File: src/hw/frp_pkg.sv
// Constants and register map of the status pin configuration controller.
package frp_pkg;

   // ------------------------------------------------------------------
   // Timing
   // ------------------------------------------------------------------
   localparam int CLK_PERIOD_NS = 4;
   localparam int T_SETUP_NS    = 20;
   localparam int T_STROBE_NS   = 80;
   localparam int T_HOLD_NS     = 20;
   localparam int T_RESET_NS    = 100;
   localparam int T_PULSE_NS    = 250;
   localparam int SETUP_CYC  = (T_SETUP_NS + CLK_PERIOD_NS - 1) / CLK_PERIOD_NS;
   localparam int STROBE_CYC = (T_STROBE_NS + CLK_PERIOD_NS - 1) / CLK_PERIOD_NS;
   localparam int HOLD_CYC   = (T_HOLD_NS + CLK_PERIOD_NS - 1) / CLK_PERIOD_NS;
   localparam int RESET_CYC  = (T_RESET_NS + CLK_PERIOD_NS - 1) / CLK_PERIOD_NS;
   localparam int PULSE_CYC  = T_PULSE_NS / CLK_PERIOD_NS;

   // ------------------------------------------------------------------
   // Device command codes and status register bits
   // ------------------------------------------------------------------
   localparam logic [15:0] CMD_PIN_SETUP  = 16'h00B8;
   localparam logic [1:0]  CODE_LEVEL     = 2'h0;
   localparam logic [1:0]  CODE_PROG_ONLY = 2'h2;
   localparam int          CODE_ERASE_BIT = 0;
   localparam int          CODE_PROG_BIT  = 1;
   localparam int          SR_READY_BIT   = 7;
   localparam int          SR_ESUSP_BIT   = 6;
   localparam int          SR_ERASE_ERR   = 5;
   localparam int          SR_PROG_ERR    = 4;
   localparam int          SR_PSUSP_BIT   = 2;

   // ------------------------------------------------------------------
   // Controller registers, byte offsets
   // ------------------------------------------------------------------
   localparam logic [7:0] OFS_CTRL     = 8'h00;
   localparam logic [7:0] OFS_CODE     = 8'h04;
   localparam logic [7:0] OFS_ADDR     = 8'h08;
   localparam logic [7:0] OFS_SRCMD    = 8'h0C;
   localparam logic [7:0] OFS_STATUS   = 8'h10;
   localparam logic [7:0] OFS_IRQ_STAT = 8'h14;
   localparam logic [7:0] OFS_IRQ_MASK = 8'h18;
   localparam logic [7:0] OFS_PWIDTH   = 8'h1C;
   localparam int CTRL_GO_BIT  = 0;
   localparam int CTRL_RST_BIT = 1;
   localparam logic [15:0] SRCMD_RESET = 16'h0000;

   // Event bits of the interrupt status and mask registers.
   localparam int EV_DONE    = 0;
   localparam int EV_REFUSED = 1;
   localparam int EV_DEV_ERR = 2;
   localparam int EV_PULSE   = 3;
   localparam int EV_READY   = 4;
   localparam int EV_W       = 5;

endpackage

File: src/hw/frp_cyc_if.sv
// Request and answer signals of one flash bus cycle.
`timescale 1ns/10ps
interface frp_cyc_if #(
   parameter int AW = 25,
   parameter int DW = 16
);
   logic          req;
   logic          wr;
   logic [AW-1:0] addr;
   logic [DW-1:0] wdata;
   logic          done;
   logic [DW-1:0] rdata;

   modport ctl (output req, output wr, output addr, output wdata,
                input done, input rdata);
   modport eng (input req, input wr, input addr, input wdata,
                output done, output rdata);
endinterface

File: src/hw/frp_bus_cycle.sv
// Timed single read or write cycle on the parallel flash pins.
`timescale 1ns/10ps
module frp_bus_cycle
   import frp_pkg::*;
#(
   parameter int AW = 25,
   parameter int DW = 16
)(
   input  wire logic          i_sys_clk,      // system clock
   input  wire logic          i_srst,         // synchronous reset
   frp_cyc_if.eng             cyc,            // cycle request
   input  wire logic [DW-1:0] i_flash_dq,     // data pins in
   output logic      [AW-1:0] o_flash_addr,   // address pins
   output logic      [DW-1:0] o_flash_dq,     // data pins out
   output logic               o_flash_dq_oe_n,// data drive, low drives
   output logic               o_flash_ce_n,   // chip enable, low
   output logic               o_flash_we_n,   // write enable, low
   output logic               o_flash_oe_n    // output enable, low
);

   typedef enum logic [3:0] {
      E_IDLE  = 4'b0001,
      E_SETUP = 4'b0010,
      E_STRB  = 4'b0100,
      E_HOLD  = 4'b1000
   } frp_eng_t;

   frp_eng_t      state_r;
   frp_eng_t      state_nxt;
   logic [7:0]    cnt_r;
   logic [7:0]    cnt_nxt;
   logic          wr_r;
   logic [AW-1:0] addr_r;
   logic [DW-1:0] wdata_r;
   logic [DW-1:0] rdata_r;

   wire accept   = (state_r == E_IDLE) && cyc.req;
   wire cnt_end  = (cnt_r == 8'h00);
   wire sample   = (state_r == E_STRB) && cnt_end && !wr_r;

   always_comb
   begin
      state_nxt = state_r;
      cnt_nxt   = cnt_end ? 8'h00 : cnt_r - 8'h01;
      case (state_r)
         E_IDLE:
         begin
            if (cyc.req)
            begin
               state_nxt = E_SETUP;
               cnt_nxt   = 8'(SETUP_CYC - 1);
            end
         end
         E_SETUP:
         begin
            if (cnt_end)
            begin
               state_nxt = E_STRB;
               cnt_nxt   = 8'(STROBE_CYC - 1);
            end
         end
         E_STRB:
         begin
            if (cnt_end)
            begin
               state_nxt = E_HOLD;
               cnt_nxt   = 8'(HOLD_CYC - 1);
            end
         end
         E_HOLD:
         begin
            if (cnt_end)
               state_nxt = E_IDLE;
         end
         default:
         begin
            state_nxt = E_IDLE;
            cnt_nxt   = 8'h00;
         end
      endcase
   end

   always_ff @(posedge i_sys_clk)
   begin
      if (i_srst)
      begin
         state_r <= E_IDLE;
         cnt_r   <= 8'h00;
         wr_r    <= 1'b0;
         addr_r  <= '0;
         wdata_r <= '0;
         rdata_r <= '0;
      end
      else
      begin
         state_r <= state_nxt;
         cnt_r   <= cnt_nxt;
         if (accept)
         begin
            wr_r    <= cyc.wr;
            addr_r  <= cyc.addr;
            wdata_r <= cyc.wdata;
         end
         if (sample)
            rdata_r <= i_flash_dq;
      end
   end

   // Data drive spans the whole write so the device latches stable data.
   assign cyc.done        = (state_r == E_HOLD) && cnt_end;
   assign cyc.rdata       = rdata_r;
   assign o_flash_addr    = addr_r;
   assign o_flash_dq      = wdata_r;
   assign o_flash_dq_oe_n = !(wr_r && (state_r != E_IDLE));
   assign o_flash_ce_n    = (state_r == E_IDLE);
   assign o_flash_we_n    = !((state_r == E_STRB) && wr_r);
   assign o_flash_oe_n    = !((state_r == E_STRB) && !wr_r);

endmodule

File: src/hw/frp_ctrl.sv
// Host controller that configures and watches the flash status pin.
`timescale 1ns/10ps
module frp_ctrl
   import frp_pkg::*;
#(
   parameter int AW = 25,
   parameter int DW = 16
)(
   input  wire logic          i_sys_clk,      // system clock
   input  wire logic          i_srst,         // synchronous reset
   input  wire logic [7:0]    i_reg_addr,     // register byte address
   input  wire logic [31:0]   i_reg_wdata,    // register write data
   input  wire logic          i_reg_wr,       // write strobe
   input  wire logic          i_reg_rd,       // read strobe
   output logic      [31:0]   o_reg_rdata,    // read data, next cycle
   output logic               o_irq,          // interrupt level
   output logic               o_hold,         // hold to memory controller
   input  wire logic          i_ready_event_pin, // device status pin
   output logic               o_hardware_reset_pin_n, // device reset, low
   input  wire logic [DW-1:0] i_flash_dq,     // data pins in
   output logic      [AW-1:0] o_flash_addr,   // address pins
   output logic      [DW-1:0] o_flash_dq,     // data pins out
   output logic               o_flash_dq_oe_n,// data drive, low drives
   output logic               o_flash_ce_n,   // chip enable, low
   output logic               o_flash_we_n,   // write enable, low
   output logic               o_flash_oe_n    // output enable, low
);

   // ------------------------------------------------------------------
   // Sequencer states
   // ------------------------------------------------------------------
   typedef enum logic [7:0] {
      S_IDLE    = 8'b0000_0001,
      S_CHK_CMD = 8'b0000_0010,
      S_CHK_RD  = 8'b0000_0100,
      S_SETUP   = 8'b0000_1000,
      S_DATA    = 8'b0001_0000,
      S_VER_CMD = 8'b0010_0000,
      S_VER_RD  = 8'b0100_0000,
      S_RESET   = 8'b1000_0000
   } frp_seq_t;

   frp_cyc_if #(.AW(AW), .DW(DW)) cyc ();

   frp_seq_t        state_r;
   frp_seq_t        state_nxt;
   logic            issued_r;
   logic [1:0]      code_r;
   logic [1:0]      mode_r;
   logic [AW-1:0]   dev_addr_r;
   logic [15:0]     srcmd_r;
   logic [7:0]      sr_r;
   logic [7:0]      rst_cnt_r;
   logic [EV_W-1:0] irq_stat_r;
   logic [EV_W-1:0] irq_stat_nxt;
   logic [EV_W-1:0] irq_mask_r;
   logic            pin_d_r;
   logic [15:0]     low_cnt_r;
   logic [15:0]     pwidth_r;
   logic [31:0]     rdata_r;

   // ------------------------------------------------------------------
   // Register decode
   // ------------------------------------------------------------------
   wire wr_ctrl   = i_reg_wr && (i_reg_addr == OFS_CTRL);
   wire wr_code   = i_reg_wr && (i_reg_addr == OFS_CODE);
   wire wr_addr   = i_reg_wr && (i_reg_addr == OFS_ADDR);
   wire wr_srcmd  = i_reg_wr && (i_reg_addr == OFS_SRCMD);
   wire wr_istat  = i_reg_wr && (i_reg_addr == OFS_IRQ_STAT);
   wire wr_imask  = i_reg_wr && (i_reg_addr == OFS_IRQ_MASK);
   wire go_req    = wr_ctrl && i_reg_wdata[CTRL_GO_BIT];
   wire rst_req   = wr_ctrl && i_reg_wdata[CTRL_RST_BIT];
   wire seq_idle  = (state_r == S_IDLE);

   // Code 10 is never sent; the device would only flag it as invalid.
   wire code_bad  = (code_r == CODE_PROG_ONLY);
   wire start_ok  = seq_idle && go_req && !rst_req && !code_bad;
   wire start_bad = seq_idle && go_req && !rst_req && code_bad;

   // ------------------------------------------------------------------
   // Flash cycle requests
   // ------------------------------------------------------------------
   wire is_write  = (state_r == S_CHK_CMD) || (state_r == S_SETUP) ||
                    (state_r == S_DATA) || (state_r == S_VER_CMD);
   wire is_read   = (state_r == S_CHK_RD) || (state_r == S_VER_RD);
   wire cyc_done  = cyc.done && issued_r;

   // Device counts busy or either suspend as not ready for configuration.
   wire dev_free  = cyc.rdata[SR_READY_BIT] &&
                    !cyc.rdata[SR_ESUSP_BIT] &&
                    !cyc.rdata[SR_PSUSP_BIT];
   wire dev_inval = cyc.rdata[SR_ERASE_ERR] &&
                    cyc.rdata[SR_PROG_ERR];

   logic [15:0] cyc_wdata;
   always_comb
   begin
      case (state_r)
         S_SETUP:  cyc_wdata = CMD_PIN_SETUP;
         S_DATA:   cyc_wdata = {14'h0000, code_r};
         default:  cyc_wdata = srcmd_r;
      endcase
   end

   // The setup and data writes share one address so the die select bit
   // cannot change between them; each die needs its own run.
   assign cyc.req   = (is_write || is_read) && !issued_r;
   assign cyc.wr    = is_write;
   assign cyc.addr  = dev_addr_r;
   assign cyc.wdata = cyc_wdata[DW-1:0];

   // ------------------------------------------------------------------
   // Sequencer
   // ------------------------------------------------------------------
   always_comb
   begin
      state_nxt = state_r;
      case (state_r)
         S_IDLE:
         begin
            if (rst_req)
               state_nxt = S_RESET;
            else if (start_ok)
               state_nxt = S_CHK_CMD;
         end
         S_CHK_CMD:
            if (cyc_done)
               state_nxt = S_CHK_RD;
         S_CHK_RD:
            if (cyc_done)
               state_nxt = dev_free ? S_SETUP : S_IDLE;
         S_SETUP:
            if (cyc_done)
               state_nxt = S_DATA;
         S_DATA:
            if (cyc_done)
               state_nxt = S_VER_CMD;
         S_VER_CMD:
            if (cyc_done)
               state_nxt = S_VER_RD;
         S_VER_RD:
            if (cyc_done)
               state_nxt = S_IDLE;
         S_RESET:
            if (rst_cnt_r == 8'h00)
               state_nxt = S_IDLE;
         default:
            state_nxt = S_IDLE;
      endcase
   end

   wire ev_done    = (state_r == S_VER_RD) && cyc_done && !dev_inval;
   wire ev_dev_err = (state_r == S_VER_RD) && cyc_done && dev_inval;
   wire ev_refused = start_bad ||
                     ((state_r == S_CHK_RD) && cyc_done && !dev_free);
   wire mode_load  = (state_r == S_DATA) && cyc_done;

   // ------------------------------------------------------------------
   // Status pin monitor
   // ------------------------------------------------------------------
   wire pulse_mode = (mode_r != CODE_LEVEL);
   wire pin_rise   = !pin_d_r && i_ready_event_pin;
   // In pulse modes a low is a completion event, never a busy level.
   wire ev_pulse   = pulse_mode && pin_rise;
   wire ev_ready   = !pulse_mode && pin_rise;
   wire [15:0] low_inc = (low_cnt_r == 16'hFFFF) ?
                         low_cnt_r : low_cnt_r + 16'h0001;

   wire [EV_W-1:0] ev_vec = {ev_ready, ev_pulse, ev_dev_err,
                             ev_refused, ev_done};
   // A new event outranks a clear written in the same cycle.
   always_comb
   begin
      irq_stat_nxt = irq_stat_r;
      if (wr_istat)
         irq_stat_nxt = irq_stat_r & ~i_reg_wdata[EV_W-1:0];
      irq_stat_nxt = irq_stat_nxt | ev_vec;
   end

   always_ff @(posedge i_sys_clk)
   begin
      if (i_srst)
      begin
         state_r  <= S_IDLE;
         issued_r <= 1'b0;
      end
      else
      begin
         state_r  <= state_nxt;
         issued_r <= cyc_done ? 1'b0 : (issued_r || cyc.req);
      end
   end

   // The mirror follows the device: default after i_srst or any hardware reset,
   // otherwise only a completed data write changes it.
   always_ff @(posedge i_sys_clk)
   begin
      if (i_srst || (state_r == S_RESET))
         mode_r <= CODE_LEVEL;
      else if (mode_load)
         mode_r <= code_r;
   end

   always_ff @(posedge i_sys_clk)
   begin
      if (i_srst)
         rst_cnt_r <= 8'h00;
      else if (seq_idle && rst_req)
         rst_cnt_r <= 8'(RESET_CYC - 1);
      else if (rst_cnt_r != 8'h00)
         rst_cnt_r <= rst_cnt_r - 8'h01;
   end

   always_ff @(posedge i_sys_clk)
   begin
      if (i_srst)
      begin
         code_r     <= CODE_LEVEL;
         dev_addr_r <= '0;
         srcmd_r    <= SRCMD_RESET;
         irq_mask_r <= '0;
      end
      else
      begin
         if (wr_code && seq_idle)
            code_r <= i_reg_wdata[1:0];
         if (wr_addr && seq_idle)
            dev_addr_r <= i_reg_wdata[AW-1:0];
         if (wr_srcmd)
            srcmd_r <= i_reg_wdata[15:0];
         if (wr_imask)
            irq_mask_r <= i_reg_wdata[EV_W-1:0];
      end
   end

   always_ff @(posedge i_sys_clk)
   begin
      if (i_srst)
         sr_r <= 8'h00;
      else if (is_read && cyc_done)
         sr_r <= cyc.rdata[7:0];
   end

   // Low width of the last pulse, to compare with the nominal figure.
   always_ff @(posedge i_sys_clk)
   begin
      if (i_srst)
      begin
         pin_d_r   <= 1'b1;
         low_cnt_r <= 16'h0000;
         pwidth_r  <= 16'h0000;
      end
      else
      begin
         pin_d_r   <= i_ready_event_pin;
         low_cnt_r <= i_ready_event_pin ? 16'h0000 : low_inc;
         if (ev_pulse)
            pwidth_r <= low_cnt_r;
      end
   end

   always_ff @(posedge i_sys_clk)
   begin
      if (i_srst)
         irq_stat_r <= '0;
      else
         irq_stat_r <= irq_stat_nxt;
   end

   // ------------------------------------------------------------------
   // Read back
   // ------------------------------------------------------------------
   wire [31:0] status_word = {16'h0000, sr_r, 3'h0,
                              i_ready_event_pin, mode_r,
                              (state_r == S_RESET), !seq_idle};
   logic [31:0] rd_mux;
   always_comb
   begin
      case (i_reg_addr)
         OFS_CODE:     rd_mux = {30'h0, code_r};
         OFS_ADDR:     rd_mux = 32'(dev_addr_r);
         OFS_SRCMD:    rd_mux = {16'h0000, srcmd_r};
         OFS_STATUS:   rd_mux = status_word;
         OFS_IRQ_STAT: rd_mux = 32'(irq_stat_r);
         OFS_IRQ_MASK: rd_mux = 32'(irq_mask_r);
         OFS_PWIDTH:   rd_mux = {16'h0000, pwidth_r};
         default:      rd_mux = 32'h0000_0000;
      endcase
   end

   always_ff @(posedge i_sys_clk)
   begin
      if (i_srst)
         rdata_r <= 32'h0000_0000;
      else
         rdata_r <= i_reg_rd ? rd_mux : 32'h0000_0000;
   end

   assign o_reg_rdata            = rdata_r;
   assign o_irq                  = |(irq_stat_r & irq_mask_r);
   assign o_hold                 = !pulse_mode &&
                                   !i_ready_event_pin;
   assign o_hardware_reset_pin_n = !(state_r == S_RESET);

   // ------------------------------------------------------------------
   // Flash cycle engine
   // ------------------------------------------------------------------
   frp_bus_cycle #(
      .AW (AW),
      .DW (DW)
   ) u_cycle (
      .i_sys_clk       (i_sys_clk),
      .i_srst          (i_srst),
      .cyc             (cyc),
      .i_flash_dq      (i_flash_dq),
      .o_flash_addr    (o_flash_addr),
      .o_flash_dq      (o_flash_dq),
      .o_flash_dq_oe_n (o_flash_dq_oe_n),
      .o_flash_ce_n    (o_flash_ce_n),
      .o_flash_we_n    (o_flash_we_n),
      .o_flash_oe_n    (o_flash_oe_n)
   );

endmodule

File: config.mk
export PLATFORM = sky130hd
export DESIGN_NAME = frp_ctrl
export DESIGN_NICKNAME = d
export VERILOG_FILES = /design/src/hw/frp_pkg.sv /design/src/hw/frp_cyc_if.sv /design/src/hw/frp_bus_cycle.sv /design/src/hw/frp_ctrl.sv
export SDC_FILE = /design/constraint.sdc
export NUM_CORES = 1
export LEC_CHECK = 0
export BUFFER_PORTS_ARGS = -buffer_cell sky130_fd_sc_hd__buf_2
export CORE_UTILIZATION = 50
export CTS_BUF_LIST = sky130_fd_sc_hd__clkbuf_4
export DETAILED_ROUTE_END_ITERATION = 10
export PLACE_DENSITY_LB_ADDON = 0.1
export SLEW_MARGIN = 5
export SYNTH_ARGS = -nofsm -noshare
export SYNTH_HDL_FRONTEND = slang
export SYNTH_SLANG_ARGS = --single-unit
File: constraint.sdc
create_clock -name i_sys_clk -period 2.2 [get_ports i_sys_clk]
set_clock_uncertainty 0.2 [all_clocks]
set_input_delay 0.11 -clock i_sys_clk [delete_from_list [all_inputs] [get_ports i_sys_clk]]
set_output_delay 0.11 -clock i_sys_clk [all_outputs]
set_load 0.01 [all_outputs]
==> results.tsv, run 1 <==
stage	metric	value	unit
run_status	status	finished with violations	
run_status	failing checks	negative setup slack	
clock_network	worst skew pair latency	0.59	ns
synth	cell area after synthesis	8080	µm²
worst_setup_path	critical path depth	8	
min_path	Hold Startpoint	i_reg_addr[0]	
clock_network	clk sink count	200	
worst_setup_path	reg2reg end	u_cycle.o_flash_addr[6]	
worst_setup_path	Crit Path Category	register to register	
worst_setup_path	Critical Path RT	2.48	ns
global_routing	global-route wire length before repair	36200	µm
pwr	maximum VDD drop	0.480	mV
worst_setup_path	slowest CP cell	dfxtp_4	
clock_network	CTS root buffer	clkbuf_4	
worst_setup_path	WP data arrival	2.67	ns
timing	Slew headroom	0.626	
global_routing	vias in the first global route	6932	
global_routing	GR Overflow Total	0	
detailed_routing	post-DR wirelength/cell	17.4	µm
flow_run	Max Cap Violations	0	
detailed_routing	first drt pass iteration count	8	
detailed_routing	DRC	0	
floorplanning	CORE AREA	15800	µm²
worst_setup_path	r2r startpoint	state_r[4]	
synth	post-synthesis adder-cell area fraction	0.00619	
clock_network	CTS tree	yes	
synth	Simple-Gate Fraction of Synth Area	0.237	
timing	Final setup viols	66	
layout	Area Growth Syn to Fin	34.3	%
synth	Post-synth top flop	dfxtp_1	
clock_network	CTS buffer count	17	
synth	number of flops mapped to enable cells by yosys	0	
floorplanning	chip width	129	µm
min_path	hold depth	6	
synth	largest family of logic cells by synthesized area	simple AND/OR/NAND/NOR gates	
detailed_routing	Post-Route WL	24400	µm
timing	slew at the pin with the worst max-slew slack	0.553	ns
floorplanning	die height	129	µm
worst_setup_path	Setup crit end kind	register	
floorplanning	initial core utilization	0.511	
timing	crit share post-route	1.09	
timing	Max Clk Rate	418	MHz
worst_setup_path	Crit path max-delay family	simple AND/OR/NAND/NOR gates	
min_path	HP Class	input pin to register	
synth	async set-reset flop share out of synthesis	0	
synth	Avg Cell Area, Syn	8.76	µm²
timing	RSZ-0062 raised after global routing	true	
global_routing	gr usage total	0.284	
floorplanning	IO Pins	141	
timing	final hold vios	0	
clock_network	CTS max path bufs	2	
clock_network	H-tree levels	4	
synth	YS warnings	0	
worst_setup_path	Buf/Inv on CP	2	
place	dpl hpwl	15300	µm
timing	final worst slack	-0.194	ns
layout	nets	1231	
synth	post-synthesis cell type count	56	
min_path	endpoint of the worst hold path	state_r[3]	
worst_setup_path	crit path cell chain	nor4_4, and4b_2, nor4b_4, a211oi_4, buf_6, buf_12, mux2i_2, nor2_1	
worst_setup_path	crit-path max FO	6	
layout	Core Util, Final	0.686	
synth	Mapped Cells	923	
place	GP Congestion	0.939	
global_routing	initial antenna violation count	1	
worst_setup_path	Max stage delay on crit path	0.38	ns
synth	mux share of post-synthesis cell area	0.0631	
timing	max-slew violation count	0	
detailed_routing	Routed Antenna Nets	0	
detailed_routing	Initial DRC Count	687	
global_routing	largest net degree at the start of global routing	48	
synth	post-synthesis register bit count	200	
layout	share of cells above drive strength 1	0.277	
synth	post-synthesis xor/xnor area fraction	0.0260	
detailed_routing	via/cell ratio	5.50	
detailed_routing	vias after detailed routing	7682	
timing	Hold WS	0.0299	ns
synth	post-synthesis sequential area ratio	0.495	
worst_setup_path	crit start category	register	
floorplanning	die area	16700	µm²
clock_network	Clock Pin Slew Worst Setup and Hold Paths	0.17	ns
place	Place WS	-0.194	ns
place	port bufs	118	
timing	setup total negative slack	-7.19	ns
worst_setup_path	r2r setup slk	-0.19	ns
floorplanning	Rows	46	
pwr	Lkg Pwr	4.19	nW
pwr	Power Density	693	nW/µm²
timing	post-route minimum period	2.39	ns
worst_setup_path	R2R depth	8	
synth	Synth Area in Compound Gates	0.135	
metrics by stage:
stage	cell area (µm²)	std cells	total power (W)
after floorplan	8120	929	0.00486
after global placement	9360	1282	0.00533
after detailed placement	9360	1282	0.00534
after CTS	10500	1384	0.00736
after global routing	10900	1396	0.00788
final	10900	1396	0.00752
cell type report:
type / count / area (µm²)
flip-flops and latches: 200 / 4030
diodes: 1 / 2.50
fillers: 1309 / 4970
well taps: 216 / 270
clock inverters: 14 / 139
multi-input cells: 661 / 4050
clock buffers: 18 / 135
repair buffers: 277 / 2190
inverters: 9 / 38.8
sequential cells by signal (all words and copies together) (netlist names):
register / cells
cyc.addr: 25
o_reg_rdata: 25
u_cycle.o_flash_addr: 25
low_cnt_r: 16
pwidth_r: 16
srcmd_r: 16
u_cycle.o_flash_dq: 16
rst_cnt_r: 8
sr_r: 8
state_r: 8
u_cycle.cnt_r: 8
u_cycle.cyc.rdata: 8
irq_mask_r: 5
irq_stat_r: 5
u_cycle.state_r: 4
code_r: 2
mode_r: 2
issued_r: 1
pin_d_r: 1
u_cycle.wr_r: 1
cell usage after synthesis (6+ instances only):
library cell    n  share of area
a222oi_1       19          0.024
a211oi_1       12          0.011
buf_4          11          0.010
nor2_1        107          0.050
nand2_1       167          0.078
o21ai_0        14         0.0087
nand3_1        28          0.017
buf_2           6         0.0037
a22oi_1         6         0.0056
nand4_1         7         0.0054
mux2i_1        51          0.063
clkbuf_1       42          0.020
dfxtp_1       200           0.50
a21oi_1        97          0.060
nor3_1         14         0.0087
and3_1         12         0.0093
and2_1         11         0.0085
nor4_1          9         0.0070
xor2_1         12          0.013
xnor2_1        12          0.013
inv_1           9         0.0042
worst max path at each step:
stage	start	to	slack [ns]
3_3_place_gp	state_r[5]	state_r[3]	-0.15
4_1_cts	state_r[6]	u_cycle.o_flash_addr[5]	-0.10
5_1_grt	state_r[4]	u_cycle.o_flash_addr[2]	-0.28
2_1_floorplan	state_r[7]	u_cycle.o_flash_addr[10]	-0.03
3_5_place_dp	state_r[5]	state_r[2]	-0.19
6_report	state_r[4]	u_cycle.o_flash_addr[6]	-0.19
power by group:
group          internal [W]  switching (W)
logic              0.000834       0.000885
registers           0.00377       0.000119
clock network      0.000605        0.00131
total               0.00521        0.00232
what timing repair did:
item	CTS	global route
pin swaps	15	20
hold endpoints to repair	174	0
setup buffers	12	8
hold buffers	56	0
resized for setup	42	71
setup endpoints to repair	61	123
cloned	2	4
per-layer routing:
metal	part of all wire	global-route usage	routed length, µm
met2	0.49	0.464	11900
met4	0.019	0.0962	463
met1	0.44	0.374	10700
met5	0	0	0
met3	0.054	0.0582	1300
placed cells by master (no fill, tap or decap), types with 7 or more instances in the layout:
cell type / n
a211oi_1: 11
a21oi_1: 94
a222oi_1: 19
and2_1: 12
and3_1: 11
buf_2: 112
buf_4: 79
buf_6: 18
clkbuf_4: 18
conb_1: 7
dfxtp_1: 189
dlygate4sd3_1: 55
mux2i_1: 49
nand2_1: 162
nand3_1: 22
nand4_1: 7
nor2_1: 102
nor3_1: 12
o21ai_1: 10
xnor2_1: 12
xor2_1: 12
tightest hold or removal path: stages:
cell and delay (ns):
buf_2 0.08, nor2_1 0.09, nand4_1 0.15, o21ai_1 0.19, nand2_2 0.13, o41ai_2 0.06
cells by family after synthesis:
family | count (synthesis)
DFF | 200
other | 1
xor gates and xnor gates | 24
AOI/OAI and AO/OA | 173
muxes | 51
adders and majority gates | 4
buffers and inverters | 68
and+or+nand+nor | 402
No activity file was read; power rests on OpenSTA's default activity.
==> run 2, diff against run 1 <==
Settings changed: BUFFER_PORTS_ARGS -buffer_cell sky130_fd_sc_hd__buf_2 to -buffer_cell sky130_fd_sc_hd__buf_4.
==> run 2 against run 1 <==
Net effect:
- critical path type unchanged
- via count fell by 0.22%
- wire length fell by 0.64%
- the flow still finishes with violations (negative setup slack)
- cell area rose by 2.6%
- sequential cell count did not move
- cell count fell by 0.14%
- fmax rose by 1.5%
- hold slack improved by 0.015 ns
- die area did not move
- first-iteration DRC count rose by 7.7%
- largest cell class unchanged
- power rose by 4.2%
==> results.tsv, run 2 (synthesis gave the netlist of run 1 again) <==
stage	metric	value	unit
floorplanning	IO Pins	141	
pwr	Clk network pwr share	0.274	
detailed_routing	via/cell ratio	5.50	
layout	Final Instance Area	11100	µm²
pwr	net switching power figure	0.00233	W
detailed_routing	vias after detailed routing	7665	
pwr	Power Density	704	nW/µm²
floorplanning	CORE AREA	15800	µm²
layout	Layout Cells excl Fill	1394	
clock_network	worst skew pair latency	0.59	ns
detailed_routing	post-DR wirelength/cell	17.4	µm
worst_setup_path	slowest CP cell	dfxtp_4	
worst_setup_path	Max stage delay on crit path	0.39	ns
layout	share of cells above drive strength 1	0.277	
layout	most frequent cells in the layout	194 x buf_4, 188 x dfxtp_1, 165 x nand2_1, 105 x nor2_1, 96 x a21oi_1	
worst_setup_path	crit path cell chain	nor4_4, and4b_2, nor4b_4, a211oi_4, buf_6, buf_12, mux2i_1, nor2_1	
clock_network	CTS tree	yes	
global_routing	vias in the first global route	7297	
global_routing	GR Overflow Total	0	
worst_setup_path	crit start category	register	
global_routing	gr usage total	0.295	
pwr	Gate power share	0.231	
clock_network	CTS buffer count	17	
detailed_routing	DRC	0	
timing	crit share post-route	1.07	
pwr	Internal	0.00551	W
detailed_routing	Initial DRC Count	740	
layout	most common cell after layout, fill and taps aside	buf_4	
worst_setup_path	crit-path max FO	8	
clock_network	H-tree levels	4	
pwr	Flop pwr share	0.495	
detailed_routing	first drt pass iteration count	6	
clock_network	Clock Pin Slew Worst Setup and Hold Paths	0.18	ns
floorplanning	initial core utilization	0.511	
layout	Area Growth Syn to Fin	37.8	%
place	DP Area	9710	µm²
place	GP Congestion	0.929	
place	dpl hpwl	15600	µm
place	port bufs	118	
floorplanning	chip width	129	µm
timing	final worst slack	-0.159	ns
worst_setup_path	Crit Path Category	register to register	
worst_setup_path	Setup crit end kind	register	
timing	Max Clk Rate	424	MHz
pwr	Overall Power	0.00784	W
floorplanning	die height	129	µm
clock_network	CTS root buffer	clkbuf_4	
timing	post-route minimum period	2.36	ns
timing	setup total negative slack	-4.96	ns
floorplanning	Rows	46	
timing	RSZ-0062 raised after global routing	true	
timing	Final setup viols	52	
timing	Slew headroom	0.197	
timing	slew at the pin with the worst max-slew slack	1.20	ns
flow_run	Max Cap Violations	0	
clock_network	clk sink count	200	
pwr	Lkg Pwr	4.19	nW
worst_setup_path	Critical Path RT	2.47	ns
clock_network	CTS max path bufs	2	
timing	final hold vios	0	
global_routing	initial antenna violation count	1	
pwr	maximum VDD drop	0.388	mV
layout	nets	1229	
global_routing	largest net degree at the start of global routing	55	
place	DP Cell Count	1287	
detailed_routing	Routed Antenna Nets	0	
place	Place WS	-0.164	ns
timing	max-slew violation count	0	
global_routing	global-route wire length before repair	38000	µm
worst_setup_path	WP data arrival	2.63	ns
pwr	switching part of the total	0.297	
floorplanning	die area	16700	µm²
layout	fillers	1286	
detailed_routing	Post-Route WL	24200	µm
run_status	status	finished with violations	
min_path	HP Class	input pin to register	
run_status	failing checks	negative setup slack	
-- run 2: cell types whose count changed in the layout (fill, tap and decap cells not counted), sizes merged --
| cell | change |
|---|---|
| clkinvlp | +2 |
| bufinv | +2 |
| clkbuf | -4 |
| clkinv | -4 |
| buf | +4 |
| dlygate4sd3 | -1 |
| dlymetal6s4s | -1 |
-- run 2: worst max-delay path: cells and delay by family, from the launching register on --
family	cells	cell delay, ns
AND/OR/NAND/NOR	4	0.84
buffers and inverters	2	0.33
flip-flops	1	0.39
AO/OA/AOI/OAI	1	0.27
multiplexers	1	0.22
-- run 2: power by group through the flow --
stage | Sequential (W) | Clock [W] | Combinational [W]
floorplan | 0.00395 | 0 | 0.000909
global placement | 0.00394 | 0 | 0.00149
detailed placement | 0.00394 | 0 | 0.00150
CTS | 0.00387 | 0.00218 | 0.00175
global route | 0.00390 | 0.00234 | 0.00198
finish | 0.00388 | 0.00215 | 0.00181
-- run 2: worst paths after layout --
kind / startpoint / end / slack, ns / cells after the start
max: state_r[1] / u_cycle.o_flash_addr[18] / -0.16 / 8
min: i_reg_addr[0] / irq_mask_r[1] / 0.04 / 7
max reg2reg: state_r[1] / u_cycle.o_flash_addr[18] / -0.16 / 8
min reg2reg: sr_r[0] / o_reg_rdata[8] / 0.26 / 2
-- run 2: per-stage QoR --
step	util	hold WS, ns
after floorplan	-	0.0460
after global placement	0.614	0.146
after detailed placement	0.614	0.152
after CTS	0.696	0.00787
after global routing	0.704	0.0700
final	0.704	0.0450
-- run 2: metal layers --
layer  share of wire  routed length [µm]  global-route usage  up-vias
met5               0                   0                   0        -
met4           0.024                 570               0.116        0
met3           0.058                1410              0.0541       44
met2            0.49               12000               0.503      278
met1            0.42               10300               0.370     3643
li1                -                   -                   -     3700
-- run 2: area by class of cell --
cell class / instances / area (µm²) / area share
Sequential cell: 200 / 4030 / 0.362
Clock buffer: 18 / 135 / 0.0121
Multi-Input combinational cell: 661 / 4030 / 0.362
Tap cell: 216 / 270 / 0.0243
Inverter: 9 / 36.3 / 0.00326
Timing Repair Buffer: 275 / 2440 / 0.219
Antenna cell: 1 / 2.50 / 0.000225
Clock inverter: 14 / 188 / 0.0168
-- run 2: repair_timing --
action | CTS | global route
gates cloned | 5 | 0
endpoints found under the setup margin | 60 | 81
resized for setup | 70 | 28
setup buffers | 14 | 3
hold endpoints to repair | 176 | 0
hold buffers | 54 | 0
pin swaps | 29 | 8
